## src/rtl/cfg_id_pkg.sv

```systemverilog
// constants shared by the dma configuration register bank
package cfg_id_pkg;
    // register byte offsets on the axi4-lite slave
    localparam logic [11:0] event_security_off = 12'h00c;
    localparam logic [11:0] request_security_off = 12'h010;
    localparam logic [11:0] build_config_off = 12'h014;
    localparam int addr_width = 12;
    localparam int data_width = 32;
    // build config field positions (lsb)
    localparam int buf_depth_lsb = 20;
    localparam int rd_queue_lsb = 16;
    localparam int rd_cap_lsb = 12;
    localparam int wr_queue_lsb = 8;
    localparam int wr_cap_lsb = 4;
    localparam int bus_width_lsb = 0;
    // bus width codes
    localparam logic [2:0] bus_width_32 = 3'h2;
    localparam logic [2:0] bus_width_64 = 3'h3;
    localparam logic [2:0] bus_width_128 = 3'h4;
    // axi responses
    localparam logic [1:0] resp_okay = 2'h0;
    localparam logic [1:0] resp_slverr = 2'h2;
    // reset value of the captured security masks
    localparam logic [31:0] security_reset = 32'h0000_0000;
endpackage : cfg_id_pkg

```

## src/rtl/cfg_rom.sv

```systemverilog
// small registered read store for the three configuration words
`timescale 1ns/1ps
`default_nettype none
module cfg_rom (
    input wire logic clk_sys_in, // system clock
    input wire logic resetn_in, // sync reset, active low
    input wire logic rd_en_in, // load read word
    input wire logic [1:0] rd_sel_in, // 0 event, 1 request, 2 build, 3 none
    input wire logic [31:0] word0_in, // event security word
    input wire logic [31:0] word1_in, // request security word
    input wire logic [31:0] word2_in, // build config word
    output logic [31:0] rd_data_out // registered read data
);
    // read data held until next read; unused select reads as zero
    always_ff @(posedge clk_sys_in) begin
        if (!resetn_in) begin
            rd_data_out <= 32'h0000_0000;
        end else if (rd_en_in) begin
            case (rd_sel_in)
                2'h0: rd_data_out <= word0_in;
                2'h1: rd_data_out <= word1_in;
                2'h2: rd_data_out <= word2_in;
                default: rd_data_out <= 32'h0000_0000;
            endcase
        end
    end
endmodule : cfg_rom
`default_nettype wire

```

## src/rtl/dma_config_id_registers.sv

```systemverilog
// read-only security and build configuration registers on axi4-lite
// Contract
// RL1: event bit reads 1 when non-secure
// RL2: event bits captured from ties at reset exit
// RL3: event bits above built count read zero
// RL4: request bit reads 1 when non-secure
// RL5: request bits captured from ties at reset exit
// RL6: request bits above built count read zero
// RL7: buffer depth lines minus one, bits 29:20
// RL8: read queue depth minus one, bits 19:16
// RL9: read capability minus one, bits 14:12
// RL10: write queue depth minus one, four bits
// RL11: write capability minus one, bits 6:4
// RL12: bus width code in bits 2:0
// RL13: registers read-only, writes ignored
// RL14: write queue depth in bits 11:8
//
// Added by the designer: the AXI4-Lite interface to the registers and the register offsets.
`timescale 1ns/1ps
`default_nettype none
module dma_config_id_registers #(
    parameter int num_events = 32, // built event/interrupt resources, 1..32
    parameter int num_requests = 32, // built request interfaces, 1..32
    parameter int buf_lines = 1024, // data buffer lines, 1..1024
    parameter int rd_queue_lines = 16, // read queue lines, 1..16
    parameter int wr_queue_lines = 16, // write queue lines, 1..16
    parameter int rd_cap = 8, // outstanding reads, 1..8
    parameter int wr_cap = 8, // outstanding writes, 1..8
    parameter int bus_bits = 64 // master data width, 32, 64 or 128
) (
    input wire logic clk_sys_in, // system clock
    input wire logic resetn_in, // sync reset, active low
    input wire logic [31:0] boot_event_security_tie_in, // per-event ns ties
    input wire logic [31:0] boot_request_security_tie_in, // per-request ns ties
    input wire logic [cfg_id_pkg::addr_width-1:0] s_axi_awaddr_in, // write address
    input wire logic s_axi_awvalid_in, // write address valid
    output logic s_axi_awready_out, // write address ready
    input wire logic [31:0] s_axi_wdata_in, // write data, ignored
    input wire logic [3:0] s_axi_wstrb_in, // write strobes, ignored
    input wire logic s_axi_wvalid_in, // write data valid
    output logic s_axi_wready_out, // write data ready
    output logic [1:0] s_axi_bresp_out, // write response
    output logic s_axi_bvalid_out, // write response valid
    input wire logic s_axi_bready_in, // write response ready
    input wire logic [cfg_id_pkg::addr_width-1:0] s_axi_araddr_in, // read address
    input wire logic s_axi_arvalid_in, // read address valid
    output logic s_axi_arready_out, // read address ready
    output logic [31:0] s_axi_rdata_out, // read data
    output logic [1:0] s_axi_rresp_out, // read response
    output logic s_axi_rvalid_out, // read data valid
    input wire logic s_axi_rready_in // read data ready
);
    import cfg_id_pkg::*;

    typedef enum logic [3:0] {
        rd_idle = 4'b0001,
        rd_fetch = 4'b0010,
        rd_load = 4'b0100,
        rd_answer = 4'b1000
    } rd_state_e;

    // field value minus one, cut to the field width
    function automatic logic [9:0] minus_one(input int value);
        minus_one = 10'(value - 1);
    endfunction : minus_one

    // mask of implemented bits for a resource count
    function automatic logic [31:0] built_mask(input int count);
        built_mask = (count >= 32) ? 32'hffff_ffff : 32'((64'h1 << count) - 64'h1);
    endfunction : built_mask

    // map the built bus width to its code; unsupported widths fall to 32-bit
    function automatic logic [2:0] width_code(input int bits);
        if (bits == 128) begin
            width_code = bus_width_128;
        end else if (bits == 64) begin
            width_code = bus_width_64;
        end else if (bits == 32) begin
            width_code = bus_width_32;
        end else begin
            width_code = bus_width_32; // reserved codes are never reported
        end
    endfunction : width_code

    // byte offset to store select; 3 marks an unmapped offset
    function automatic logic [1:0] reg_select(input logic [addr_width-1:0] addr);
        if (addr == event_security_off) begin
            reg_select = 2'h0;
        end else if (addr == request_security_off) begin
            reg_select = 2'h1;
        end else if (addr == build_config_off) begin
            reg_select = 2'h2;
        end else begin
            reg_select = 2'h3;
        end
    endfunction : reg_select

    // captured security masks and the fixed build fields
    logic [31:0] event_nonsecure_mask;
    logic [31:0] request_if_nonsecure_mask;
    logic capture_pending;
    logic [9:0] buf_depth_field;
    logic [3:0] rd_queue_field;
    logic [2:0] rd_cap_field;
    logic [3:0] wr_queue_field;
    logic [2:0] wr_cap_field;
    logic [2:0] bus_width_field;
    logic [31:0] build_word;

    // read side
    rd_state_e rd_state;
    logic [1:0] rd_sel;
    logic rd_err;
    logic rd_en;
    logic [31:0] rd_word;
    logic ar_take;
    logic r_done;

    // write side
    logic aw_held;
    logic w_held;
    logic aw_take;
    logic w_take;
    logic b_done;
    logic wr_complete;

    // read channel strobes
    assign ar_take = s_axi_arvalid_in && s_axi_arready_out;
    assign r_done = s_axi_rvalid_out && s_axi_rready_in;
    // write channel strobes
    assign aw_take = s_axi_awvalid_in && s_axi_awready_out;
    assign w_take = s_axi_wvalid_in && s_axi_wready_out;
    assign b_done = s_axi_bvalid_out && s_axi_bready_in;
    // both halves in hand and no response pending
    assign wr_complete = aw_held && w_held && !s_axi_bvalid_out;

    // ties are sampled on the first clock after reset release, never under reset
    always_ff @(posedge clk_sys_in) begin
        if (!resetn_in) begin
            capture_pending <= 1'b1;
        end else begin
            capture_pending <= 1'b0;
        end
    end

    // event mask changes only at reset exit; bus writes never reach it
    always_ff @(posedge clk_sys_in) begin
        if (!resetn_in) begin
            event_nonsecure_mask <= security_reset;
        end else if (capture_pending) begin
            // 1 means non-secure, 0 secure (see RL1)
            event_nonsecure_mask <= boot_event_security_tie_in
                & built_mask(num_events); // see RL2, see RL3
        end
    end

    // request mask follows the same once-only capture
    always_ff @(posedge clk_sys_in) begin
        if (!resetn_in) begin
            request_if_nonsecure_mask <= security_reset;
        end else if (capture_pending) begin
            // same polarity as the event mask (see RL4)
            request_if_nonsecure_mask <= boot_request_security_tie_in
                & built_mask(num_requests); // see RL5, see RL6
        end
    end

    // field codes from fixed parameters; each cut to its field width on purpose
    assign buf_depth_field = minus_one(buf_lines); // see RL7
    assign rd_queue_field = 4'(minus_one(rd_queue_lines)); // see RL8
    assign rd_cap_field = 3'(minus_one(rd_cap)); // see RL9
    assign wr_queue_field = 4'(minus_one(wr_queue_lines)); // see RL10
    assign wr_cap_field = 3'(minus_one(wr_cap)); // see RL11
    assign bus_width_field = width_code(bus_bits); // see RL12

    // build word assembly; reserved bits 31:30, 15, 7 and 3 read zero
    always_comb begin
        build_word = 32'h0000_0000;
        build_word[buf_depth_lsb +: 10] = buf_depth_field;
        build_word[rd_queue_lsb +: 4] = rd_queue_field;
        build_word[rd_cap_lsb +: 3] = rd_cap_field;
        build_word[wr_queue_lsb +: 4] = wr_queue_field; // see RL14
        build_word[wr_cap_lsb +: 3] = wr_cap_field;
        build_word[bus_width_lsb +: 3] = bus_width_field;
    end

    // read timing: take at t, store loads at t+1, output word and rvalid at t+2
    // read sequencer: the extra load stage keeps rdata and rvalid in step
    always_ff @(posedge clk_sys_in) begin
        if (!resetn_in) begin
            rd_state <= rd_idle;
        end else begin
            case (rd_state)
                rd_idle: begin
                    if (ar_take) begin
                        rd_state <= rd_fetch;
                    end
                end
                rd_fetch: begin
                    rd_state <= rd_load;
                end
                rd_load: begin
                    rd_state <= rd_answer;
                end
                rd_answer: begin
                    if (s_axi_rready_in) begin
                        rd_state <= rd_idle;
                    end
                end
                default: begin
                    rd_state <= rd_idle;
                end
            endcase
        end
    end

    // arready only in idle and dropped on the take edge: one read at a time
    always_ff @(posedge clk_sys_in) begin
        if (!resetn_in) begin
            s_axi_arready_out <= 1'b0;
        end else begin
            s_axi_arready_out <= (rd_state == rd_idle) && !ar_take;
        end
    end

    // store select, latched with the address and held for the whole read
    always_ff @(posedge clk_sys_in) begin
        if (!resetn_in) begin
            rd_sel <= 2'h3;
        end else if (ar_take) begin
            rd_sel <= reg_select(s_axi_araddr_in);
        end
    end

    // unmapped offsets answer slverr with zero data
    always_ff @(posedge clk_sys_in) begin
        if (!resetn_in) begin
            rd_err <= 1'b0;
        end else if (ar_take) begin
            rd_err <= (reg_select(s_axi_araddr_in) == 2'h3);
        end
    end

    // rvalid rises with the output word, never ahead of it, and stands until rready
    always_ff @(posedge clk_sys_in) begin
        if (!resetn_in) begin
            s_axi_rvalid_out <= 1'b0;
        end else if (rd_state == rd_load) begin
            s_axi_rvalid_out <= 1'b1;
        end else if (r_done) begin
            s_axi_rvalid_out <= 1'b0;
        end
    end

    // response code set with rvalid and held with it
    always_ff @(posedge clk_sys_in) begin
        if (!resetn_in) begin
            s_axi_rresp_out <= resp_okay;
        end else if (rd_state == rd_load) begin
            s_axi_rresp_out <= rd_err ? resp_slverr : resp_okay;
        end
    end

    // the store loads in fetch; its word reaches the output one edge later
    assign rd_en = (rd_state == rd_fetch);

    // registered read store keeps rdata stable while rvalid waits
    cfg_rom u_cfg_rom (
        .clk_sys_in(clk_sys_in),
        .resetn_in(resetn_in),
        .rd_en_in(rd_en),
        .rd_sel_in(rd_sel),
        .word0_in(event_nonsecure_mask),
        .word1_in(request_if_nonsecure_mask),
        .word2_in(build_word),
        .rd_data_out(rd_word)
    );

    // output word loads in the load state, so it is settled when rvalid rises
    always_ff @(posedge clk_sys_in) begin
        if (!resetn_in) begin
            s_axi_rdata_out <= 32'h0000_0000;
        end else if (rd_state == rd_load) begin
            s_axi_rdata_out <= rd_word;
        end
    end

    // write timing: halves taken in either order, response one edge after the later
    // address half of a write, kept until the response goes out
    always_ff @(posedge clk_sys_in) begin
        if (!resetn_in) begin
            aw_held <= 1'b0;
        end else if (wr_complete) begin
            aw_held <= 1'b0;
        end else if (aw_take) begin
            aw_held <= 1'b1;
        end
    end

    // data half of a write; its content is dropped, nothing stores it
    always_ff @(posedge clk_sys_in) begin
        if (!resetn_in) begin
            w_held <= 1'b0;
        end else if (wr_complete) begin
            w_held <= 1'b0;
        end else if (w_take) begin
            w_held <= 1'b1;
        end
    end

    // awready falls once the address is taken and returns after the response
    always_ff @(posedge clk_sys_in) begin
        if (!resetn_in) begin
            s_axi_awready_out <= 1'b0;
        end else begin
            s_axi_awready_out <= !s_axi_bvalid_out && !aw_held && !aw_take;
        end
    end

    // wready mirrors awready for the data half
    always_ff @(posedge clk_sys_in) begin
        if (!resetn_in) begin
            s_axi_wready_out <= 1'b0;
        end else begin
            s_axi_wready_out <= !s_axi_bvalid_out && !w_held && !w_take;
        end
    end

    // one response per write, standing until bready
    always_ff @(posedge clk_sys_in) begin
        if (!resetn_in) begin
            s_axi_bvalid_out <= 1'b0;
        end else if (wr_complete) begin
            s_axi_bvalid_out <= 1'b1;
        end else if (b_done) begin
            s_axi_bvalid_out <= 1'b0;
        end
    end

    // registers are read-only: every write answers slverr and stores nothing
    always_ff @(posedge clk_sys_in) begin
        if (!resetn_in) begin
            s_axi_bresp_out <= resp_okay;
        end else if (wr_complete) begin
            s_axi_bresp_out <= resp_slverr; // see RL13
        end
    end
endmodule : dma_config_id_registers
`default_nettype wire

```

## config.mk

```make
export PLATFORM = sky130hd
export DESIGN_NAME = dma_config_id_registers
export DESIGN_NICKNAME = d
export VERILOG_FILES = /design/src/rtl/cfg_id_pkg.sv /design/src/rtl/cfg_rom.sv /design/src/rtl/dma_config_id_registers.sv
export SDC_FILE = /design/constraint.sdc
export NUM_CORES = 1
export LEC_CHECK = 0
export ABC_AREA = 1
export ABC_CLOCK_PERIOD_IN_PS = 1550
export BUFFER_PORTS_ARGS = -buffer_cell sky130_fd_sc_hd__buf_2
export CORE_UTILIZATION = 35
export CTS_BUF_LIST = sky130_fd_sc_hd__clkbuf_16
export CTS_CLUSTER_SIZE = 25
export DETAILED_ROUTE_END_ITERATION = 6
export GPL_ROUTABILITY_DRIVEN = 1
export PLACE_DENSITY_LB_ADDON = 0.15
export SLEW_MARGIN = 20
export SYNTH_ARGS = -nofsm -noshare
export SYNTH_HDL_FRONTEND = slang
export SYNTH_SLANG_ARGS = --single-unit
```

## constraint.sdc

```tcl
create_clock -name clk_sys_in -period 1.55 [get_ports clk_sys_in]
set_input_delay 0.31 -clock clk_sys_in [delete_from_list [all_inputs] [get_ports clk_sys_in]]
set_output_delay 0.31 -clock clk_sys_in [all_outputs]
set_load 0.01 [all_outputs]
```

---- Word level (Yosys, flattened, before mapping) ----
Cells that the tools add are included.
word-level totals
  logic and storage cells ................. 68
  bits in latches ......................... 0
  memory bits (writable) .................. 0
  ROM bits ................................ 0
  output and inout port bits .............. 41
  memories kept ........................... 0
  input bits .............................. 131
  register bits ........................... 146
cells by class
  div/mod/pow operators ................... 0
  mux-type cells .......................... 15
  add/subtract/negate cells ............... 0
  shifts and indexed selects .............. 0
  reductions and logical operators ........ 23
  multiply operators ...................... 0
  bitwise operators ....................... 1
  $lt $le $gt $ge ......................... 0
  eq/ne operators ......................... 12
operator list
  cell                   count
  $pmux W32 S3           1
  $eq A12 B5 Y1 const B  2
  $pmux W4 S4            1
  $eq A12 B4 Y1 const B  1
  $logic_and A1 B1 Y1    12
  $mux W2                5
  $mux W4                2
  $logic_not A1 Y1       6
  $mux W1                6
  $eq A2 B2 Y1 const B   2
  $eq A4 B1 Y1 const B   1
  $eq A4 B2 Y1 const B   1
  $eq A4 B3 Y1 const B   1
  $eq A4 B4 Y1 const B   1
  $ne A2 B2 Y1 const B   2
  $reduce_bool A2 Y1     2
  $eq A2 B1 Y1 const B   1
  $logic_not A2 Y1       1
  $reduce_and A2 Y1      1
  $reduce_or A2 Y1       1
  $not A1 Y1             1

---- Logic depth before layout (Yosys ltp) ----
Gate-level depths: netlist of run 1.
  depth after elaboration ................. 7
  depth in mapped cells ................... 7
  gate-level depth less buffers ........... 7

---- By module ----
From an unflattened synthesis of run 1, not the netlist that was laid out.
unflattened totals
  cells, all modules ...................... 806
  area total of the unflattened synthesis .. 5900.7 um^2
modules (own cells, without submodules)
  module                   cells each  seq. area each (um^2)  area each (um^2)  times used
  dma_config_id_registers  518         2262.2                 4047.6            1
  cfg_rom                  288         640.6                  1853.0            1

---- Least setup slack after synthesis of run 1 ----
OpenSTA, ideal clock, no wires.
  kind .................................... reg2reg
  start ................................... reg rd_state[1]
  end ..................................... reg u_cfg_rom.rd_data_out[21]
  slack ................................... 450 ps
  path buffers ............................ 2
  arrival time ............................ 962 ps
  setup time .............................. 138 ps
  clock period less this slack ............ 1100 ps
  cell stages (with the launch flop) ...... 8
  data required time ...................... 1412 ps
  cell sequence ........................... dfxtp_1 > inv_1 > nor2_2 > nand2_4 > inv_4 > buf_6 > buf_6 > a211oi_2
between the ends
  cells in the longest elaborated chain, start to end .. 1
ends and longest elaborated chain
  element                 line                            text
  from (decl)             dma_config_id_registers.sv:111  rd_state_e rd_state;
  from (signal assigned)  dma_config_id_registers.sv:191  rd_state <= rd_idle;
  from (signal assigned)  dma_config_id_registers.sv:196  rd_state <= rd_fetch;
  from (signal assigned)  dma_config_id_registers.sv:200  rd_state <= rd_load;
  $eq A4 B2 Y1            dma_config_id_registers.sv:265  assign rd_en = (rd_state == rd_fetch);
  to (signal assigned)    cfg_rom.sv:20                   2'h0: rd_data_out <= word0_in;
  to (signal assigned)    cfg_rom.sv:21                   2'h1: rd_data_out <= word1_in;
  to (signal assigned)    cfg_rom.sv:22                   2'h2: rd_data_out <= word2_in;
  to (decl)               cfg_rom.sv:12                   output logic [31:0] rd_data_out
Every way passes these cells.
A chain may end at the register's enable or synchronous reset.

---- Worst setup path in the final report of run 1 ----
  start ................................... reg rd_sel[0]
  end ..................................... reg u_cfg_rom.rd_data_out[13]
between the ends
  cells in the longest elaborated chain, start to end .. 2
  elaborated cells between the ends (all ways) .. 4
  classes of those cells .................. eq/ne: 2; mux: 1; reduce/logical: 1
ends and longest elaborated chain
  element                                     line                            text
  from (decl)                                 dma_config_id_registers.sv:112  logic [1:0] rd_sel;
  from (signal assigned)                      dma_config_id_registers.sv:231  rd_sel <= reg_select(s_axi_araddr_in);
  $eq A2 B2 Y1, or another cell as far along  cfg_rom.sv:19                   case (rd_sel_in)
  $pmux W32 S3 (*)                            cfg_rom.sv:19
Mark *: on every way between the ends. The rest lies on a longest branch, timed or not.

==> reports/results.ini, run 1 <==
[run_status]
run_status = complete, no violations

[floorplanning]
rows = 45
fp.coreArea_um2 = 15200
die_h_um = 127
die_w_um = 127
initial_core_util = 0.358
io_pins = 172
dieArea_um2 = 16000

[drt]
detail_route.wl_per_cell_um = 13.3
final_antenna_net_count = 0
drt-total-wl_mm = 13.4
drtIter0Drc = 336
drcViolationCount = 0
vias = 4804
first_pass_iters = 4
drt-vias-per-instance = 4.76

[clocking]
cts_buffers = 17
clock_sinks = 145
cts_resized = 0
h-tree-depth = 4
clk_latency_ps = 410
post_cts_buffers = 0
cts_tree = built
clock_path_buffers = 2
clk_pin_slew_ps = 60
cts.hold.buffers_added = 0
ctsRootBufferMaster = clkbuf_16

[timing]
rsz0062_at_grt = yes
clock-skew-final_ps = 7.46
tns_ps = 0
hold_viol = 0
slew_headroom = 0.660
worst_hold_slack_ps = 120
drv_slew = 0
finalSetupViolCount = 0
worstMarginPinSlew_ps = 508
fin_crit_ps = 1520
fin_crit_sh = 0.979
fmax_ghz = 0.659

[placed_design]
dp_hpwl_mm = 9.29
io_buffers = 121
placed_cells = 978
gp_congestion = 0.786

[layout]
drive_gt1_frac = 0.213
final_cell_mix = 193 x nor2_1, 158 x o21ai_0, 145 x dfxtp_1, 121 x buf_2, 46 x nand2_1
layoutNonFillerInstCount = 1009
area_delta_synth_final_pct = 24.7
final_common_cell = nor2_1
n_antenna_cell = 0
fin_nets = 940
fill_cells = 1542

[global_routing]
grtUsageTotal = 0.175
antenna_found_initial = 0
grt_first_pass_wirelength_mm = 21.9
grt_pass1_vias = 4502
busiest_layer = met1
use_met3 = 0.0531
overflow = 0
met2_usage = 0.241
grt_start_max_net_pins = 93
met1_usage = 0.251

[power]
powerDensity_nw_per_um2 = 1390
switchingPower_uw = 2470
leakagePower_uw = 0.00300
comb_power_share = 0.136
switching_share = 0.261
pwr-share-seq = 0.445
pwr-share-clk = 0.419
ir_drop_mv = 0.738
p_int_uw = 6990
total_power_uw = 9450

[worst_setup_path]
r2r_slack_ps = 30
critPathMaxStageDelay_ps = 490
critPathKind = flop to flop
ff2ff_path_depth = 4
critPathLaunchType = flop
worstPathCellList = inv_2 > nand2_2 > o21ai_0 > a21oi_1
crit_path_max_fanout = 26
cp-end-kind = flop
r2r-start = rd_sel[0]
worstPathRequired_ps = 1830
r2r_end = u_cfg_rom.rd_data_out[13]
cpMaxStageDelayCell = o21ai_0
cp.arrival_ps = 1800

[hold_path]
worstHoldStart = boot_event_security_tie_in[3]
min_to = event_nonsecure_mask[3]
hold_class = input port to flop
holdPathStages = 3

[logic_synthesis]
synth_cell_types = 26
yosysSeqAreaShare = 0.534
syn_area_um2 = 5440
yosysWarnings = 0
syn_inst = 705
avgSynthCellArea_um2 = 7.71
ys_seq_elements = 145

[flow_run]
drv_cap = 0

[power by group through the flow]
stage / registers (uW) / logic [uW] / clock network, uW
CTS: 4200 / 1280 / 4070
global placement: 4270 / 1250 / 0
floorplan: 4260 / 844 / 0
global route: 4250 / 1470 / 4240
detailed placement: 4280 / 1270 / 0
finish: 4210 / 1290 / 3960
[synth_stat cells]
cell type,number,area share
a21oi_1,43,0.040
a211oi_2,4,0.0092
dfxtp_1,145,0.53
buf_6,3,0.0062
inv_1,26,0.018
inv_2,3,0.0021
buf_2,10,0.0092
a31oi_1,6,0.0069
inv_4,1,0.0012
nand3_2,1,0.0018
nor2_2,3,0.0035
buf_4,6,0.0083
buf_1,2,0.0014
nor3_1,2,0.0018
nor4_1,1,0.0012
nand4_1,1,0.0012
nor2_1,193,0.13
nand2_1,46,0.032
o211ai_1,1,0.0014
clkbuf_1,29,0.020
a211oi_1,6,0.0083
o21ai_0,160,0.15
nand2_4,1,0.0021
nand3_1,10,0.0092
conb_1,1,0.00069
nand2_2,1,0.0012
[metrics by stage]
step,util,worst slack (ps),area (um^2)
2_1_floorplan,-,450,5440
3_3_place_gp,0.408,122,6200
3_5_place_dp,0.408,75.6,6200
4_1_cts,0.446,64.7,6770
5_1_grt,0.446,-35.6,6780
6_report,0.446,32.7,6780
[critical path: cells and delay by family, from the launching register on]
kind	cells	cell delay, ps
AOI/OAI and AO/OA	2	620
DFF	1	320
and+or+nand+nor	1	320
buffers and inverters	1	120
[logic make-up (layout without fill, tap and decap cells)]
group,count (synthesis),after routing,synth area share
compound gates,220,220,0.213
buf+inv,80,195,0.0663
flops,145,145,0.534
other cells,1,2,0.000689
simple gates,259,259,0.187
[layout make-up]
class | count | area (um^2) | area share
Inverter | 30 | 115 | 0.0170
Tap cell | 188 | 235 | 0.0347
Multi-Input combinational cell | 481 | 2190 | 0.323
Timing Repair Buffer | 134 | 766 | 0.113
Clock buffer | 17 | 425 | 0.0627
Clock inverter | 14 | 150 | 0.0221
Sequential cell | 145 | 2900 | 0.428
[how the worst max path moves through the flow]
stage	endpoint	slack, ps	start
after detailed placement	u_cfg_rom.rd_data_out[17]	80	rd_sel[0]
after global placement	u_cfg_rom.rd_data_out[17]	120	rd_sel[1]
after CTS	u_cfg_rom.rd_data_out[17]	60	rd_sel[0]
final	u_cfg_rom.rd_data_out[13]	30	rd_sel[0]
after floorplan	u_cfg_rom.rd_data_out[21]	450	rd_state[1]
after global routing	u_cfg_rom.rd_data_out[10]	-40	rd_sel[0]
[layer usage]
metal,wire length (um),share of wire
met4,227,0.017
met5,0,0
met3,803,0.060
met1,7000,0.52
met2,5380,0.40
[registers in the layout, indices dropped and copies added, names as in the netlist]
signal                     cells
s_axi_awready_out              1
s_axi_rresp_out                1
s_axi_bresp_out                1
request_if_nonsecure_mask     32
s_axi_rdata_out               32
aw_held                        1
s_axi_bvalid_out               1
rd_sel                         2
capture_pending                1
event_nonsecure_mask          32
w_held                         1
s_axi_arready_out              1
rd_err                         1
rd_state                       4
s_axi_wready_out               1
u_cfg_rom.rd_data_out         32
s_axi_rvalid_out               1
No activity file was read; power rests on OpenSTA's default activity.
==> run 2, diff against run 1 <==
--- a/config.mk
+++ b/config.mk
@@ -8,6 +8,7 @@
 export ABC_AREA = 1
 export ABC_CLOCK_PERIOD_IN_PS = 1550
 export BUFFER_PORTS_ARGS = -buffer_cell sky130_fd_sc_hd__buf_2
+export CORE_ASPECT_RATIO = 0.9
 export CORE_UTILIZATION = 35
 export CTS_BUF_LIST = sky130_fd_sc_hd__clkbuf_16
 export CTS_CLUSTER_SIZE = 25
==> run 2 against run 1 <==
Cell count grew 1.3%; sequential power about the same; flip-flop and latch count did not move; clock skew about the same; combinational power about the same.
==> reports/results.ini, run 2 (synthesized netlist as in run 1, its figures left out) <==
[run_status]
run_status = complete, no violations

[layout]
multi_input_area_um2 = 2190
fill_cells = 1529
fin_nets = 942
fin_area_um2 = 6770
post-route-util = 0.454
final_cell_mix = 193 x nor2_1, 156 x o21ai_0, 145 x dfxtp_1, 121 x buf_2, 46 x nand2_1
n_antenna_cell = 0
drive_gt1_frac = 0.216
ff_latch_area_um2 = 2900
area_delta_synth_final_pct = 24.5
final_common_cell = nor2_1

[timing]
fin_crit_sh = 0.952
hold_viol = 0
finalSetupViolCount = 0
fmax_ghz = 0.678
clock-skew-final_ps = 7.14
tns_ps = 0
drv_slew = 0
rsz0062_at_grt = no
fin_crit_ps = 1480
worst_hold_slack_ps = 121

[worst_setup_path]
crit_path_max_fanout = 26
worstPathRequired_ps = 1830
cp-end-kind = flop
cp.arrival_ps = 1760
critPathLaunchType = flop
critPathKind = flop to flop

[global_routing]
grtUsageTotal = 0.180
grt_first_pass_wirelength_mm = 22.4
met1_usage = 0.266
busiest_layer = met1
grt_pass1_vias = 4482
grt_start_max_net_pins = 62
overflow = 0
antenna_found_initial = 0
use_met3 = 0.0591
met2_usage = 0.240

[power]
powerDensity_nw_per_um2 = 1380
ir_drop_mv = 0.826
leakagePower_uw = 0.00300
total_power_uw = 9320

[floorplanning]
io_pins = 172
die_w_um = 133
rows = 42
dieArea_um2 = 16000
die_h_um = 120
initial_core_util = 0.364
fp.coreArea_um2 = 14900

[drt]
first_pass_iters = 5
final_antenna_net_count = 0
drt-vias-per-instance = 4.77
drt-total-wl_mm = 13.6
drtIter0Drc = 438
drcViolationCount = 0
vias = 4879
detail_route.wl_per_cell_um = 13.3

[clocking]
post_cts_buffers = 0
ctsRootBufferMaster = clkbuf_16
cts_buffers = 17
clock_sinks = 145
h-tree-depth = 4
clk_latency_ps = 410
clock_path_buffers = 2
clk_pin_slew_ps = 60
cts_tree = built

[hold_path]
hold_class = input port to flop

[placed_design]
gp_congestion = 0.760
io_buffers = 121
dp_hpwl_mm = 9.58
placed_cell_area_um2 = 6210

[flow_run]
drv_cap = 0

[run 2: final timing paths]
kind	to	slack, ps	from	depth (start not counted)
setup / recovery	u_cfg_rom.rd_data_out[10]	70	rd_sel[0]	4
hold reg to reg	s_axi_bresp_out[1]	450	s_axi_bresp_out[1]	2
hold / removal	request_if_nonsecure_mask[28]	120	boot_request_security_tie_in[28]	3
setup reg to reg	u_cfg_rom.rd_data_out[10]	70	rd_sel[0]	4
[run 2: critical path: stages (launching register included)]
cell	delay (ps)
dfxtp_1	320
inv_2	120
nand2_2	290
o21ai_0	490
a21oi_1	120
[run 2: metrics by stage]
stage	worst slack (ps)	instances
floorplan	450	706
global placement	131	990
detailed placement	85.9	990
CTS	60.9	1022
global route	10.8	1022
finish	74.3	1022
[run 2: area by class of cell]
cell class              instances  share of cell area
flip-flops and latches        145               0.429
multi-input cells             481               0.323
repair buffers                136               0.113
clock buffers                  17              0.0628
well taps                     198              0.0366
clock inverters                15              0.0188
inverters                      30              0.0170
[run 2: layer usage]
layer / vias up / share of wire
met3: 13 / 0.080
met4: 0 / 0.011
met2: 154 / 0.40
met1: 2175 / 0.51
met5: - / 0
li1: 2537 / -
[run 2: timing repair]
action	CTS	global route
gates resized for setup	0	5
hold buffers	0	0
endpoints found under the hold margin	0	0
setup endpoints to repair	0	10
[run 2: report_power, final]
part	total, uW	internal [uW]	switching (uW)	leakage, uW
Sequential	4210	4050	162	0.00119
Combinational	1300	458	840	0.00153
Clock	3810	2320	1490	0.000277
==> run 3, diff against run 2 <==
--- a/config.mk
+++ b/config.mk
@@ -14,7 +14,6 @@
 export CTS_CLUSTER_SIZE = 25
 export DETAILED_ROUTE_END_ITERATION = 6
 export GPL_ROUTABILITY_DRIVEN = 1
-export PLACE_DENSITY_LB_ADDON = 0.15
 export SLEW_MARGIN = 20
 export SYNTH_ARGS = -nofsm -noshare
 export SYNTH_HDL_FRONTEND = slang
==> run 3 against run 2 <==
Routed wire length shrank 1.2%; setup slack better by 120 ps; global-route usage shrank 0.50 points; cell count rose by 0.39%; highest routed layer unchanged.
==> reports/results.ini, run 3 (synthesized netlist as in run 1, its figures left out) <==
[worst_setup_path]
critPathLaunchType = flop
ff2ff_path_depth = 5
r2r_end = u_cfg_rom.rd_data_out[8]
critPathKind = flop to flop
cpMaxStageDelayCell = o21ai_0
critPathMaxStageDelay_ps = 340
worstPathRequired_ps = 1830
cp.arrival_ps = 1640
r2r-start = rd_sel[0]
worstPathCellList = inv_2 > nand2_2 > buf_4 > o21ai_0 > a211oi_1
cp_num_buf_inv = 2
cp_top_family = compound AO/OA/AOI/OAI gates
cp.depth = 5
crit_path_max_fanout = 13
cp-end-kind = flop
r2r_slack_ps = 190

[drt]
first_pass_iters = 5
detail_route.wl_per_cell_um = 13.1
drcViolationCount = 0
final_antenna_net_count = 0
drtIter0Drc = 287
drt-total-wl_mm = 13.4
vias = 4757
drt-vias-per-instance = 4.64

[global_routing]
met2_usage = 0.226
grtUsageTotal = 0.175
use_met3 = 0.0377
busiest_layer = met1
grt_first_pass_wirelength_mm = 22.0
grt_start_max_net_pins = 102
grt_pass1_vias = 4354
antenna_found_initial = 0
met1_usage = 0.271
overflow = 0

[floorplanning]
initial_core_util = 0.364
io_pins = 172
die_h_um = 120
die_w_um = 133
fp.coreArea_um2 = 14900
rows = 42
dieArea_um2 = 16000

[clocking]
cts_buffers = 17
h-tree-depth = 4
clk_latency_ps = 410
clock_sinks = 145
clock_path_buffers = 2
cts_tree = built
clk_pin_slew_ps = 60
post_cts_buffers = 0
ctsRootBufferMaster = clkbuf_16
cts.hold.buffers_added = 0
cts_resized = 0

[timing]
fin_crit_ps = 1360
clock-skew-final_ps = 5.81
tns_ps = 0
fmax_ghz = 0.735
fin_crit_sh = 0.878
drv_slew = 0
fin_ws_ps = 190
rsz0062_at_grt = no
hold_viol = 0
finalSetupViolCount = 0

[placed_design]
place_ws_ps = 213
dp_hpwl_mm = 9.17
io_buffers = 121
placed_cells = 994
placed_cell_area_um2 = 6260
gp_congestion = 0.752

[hold_path]
hold_class = input port to flop
holdPathStages = 3
worstHoldStart = boot_event_security_tie_in[0]
min_to = event_nonsecure_mask[0]

[layout]
final_common_cell = nor2_1
n_antenna_cell = 0
fin_nets = 946
fin_area_um2 = 6820
post-route-util = 0.457
drive_gt1_frac = 0.213
final_cell_mix = 193 x nor2_1, 160 x o21ai_0, 145 x dfxtp_1, 121 x buf_2, 46 x nand2_1
layoutNonFillerInstCount = 1026
area_delta_synth_final_pct = 25.4

[power]
ir_drop_mv = 0.771
comb_power_share = 0.139
switching_share = 0.257
pwr-share-seq = 0.447
p_int_uw = 6980
switchingPower_uw = 2420
leakagePower_uw = 0.00305
pwr-share-clk = 0.415
powerDensity_nw_per_um2 = 1380

[run_status]
run_status = complete, no violations

[flow_run]
drv_cap = 0

[run 3: cell type report]
cell class / count / area (um^2)
Timing Repair Buffer: 140 / 811
Tap cell: 198 / 248
Multi-Input combinational cell: 481 / 2180
Clock inverter: 15 / 136
Inverter: 30 / 115
Fill cell: 1560 / 8110
Sequential cell: 145 / 2900
Clock buffer: 17 / 425
[run 3: how the worst max path moves through the flow]
| stage | slack [ps] | start | endpoint |
|---|---|---|---|
| after detailed placement | 210 | rd_state[0] | s_axi_rdata_out[1] |
| after floorplan | 450 | rd_state[1] | u_cfg_rom.rd_data_out[21] |
| after global routing | 50 | rd_state[1] | u_cfg_rom.rd_data_out[17] |
| after CTS | 200 | rd_state[0] | s_axi_rdata_out[1] |
| final | 190 | rd_sel[0] | u_cfg_rom.rd_data_out[8] |
| after global placement | 220 | rd_state[0] | s_axi_rdata_out[0] |
[run 3: metal layers]
metal	routed length, um	share of wire	vias up
met5	0	0	-
met4	207	0.015	0
met3	714	0.053	18
met2	5000	0.37	117
met1	7490	0.56	2079
li1	-	-	2543
[run 3: power groups by stage]
stage	Sequential, uW	Clock [uW]	Combinational [uW]
finish	4200	3890	1300
global route	4230	4120	1490
CTS	4200	3950	1310
detailed placement	4270	0	1300
global placement	4270	0	1290
floorplan	4260	0	844
[run 3: worst register-to-register path, stage by stage, from the launching register on]
cell      delay [ps]
dfxtp_1          310
inv_2             60
nand2_2          170
buf_4            210
o21ai_0          340
a211oi_1         130
[run 3: through the flow]
stage          power [uW]  hold WS, ps
6_report             9390          116
4_1_cts              9460          103
5_1_grt              9840          114
3_3_place_gp         5560          437
2_1_floorplan        5100          420
3_5_place_dp         5570          446
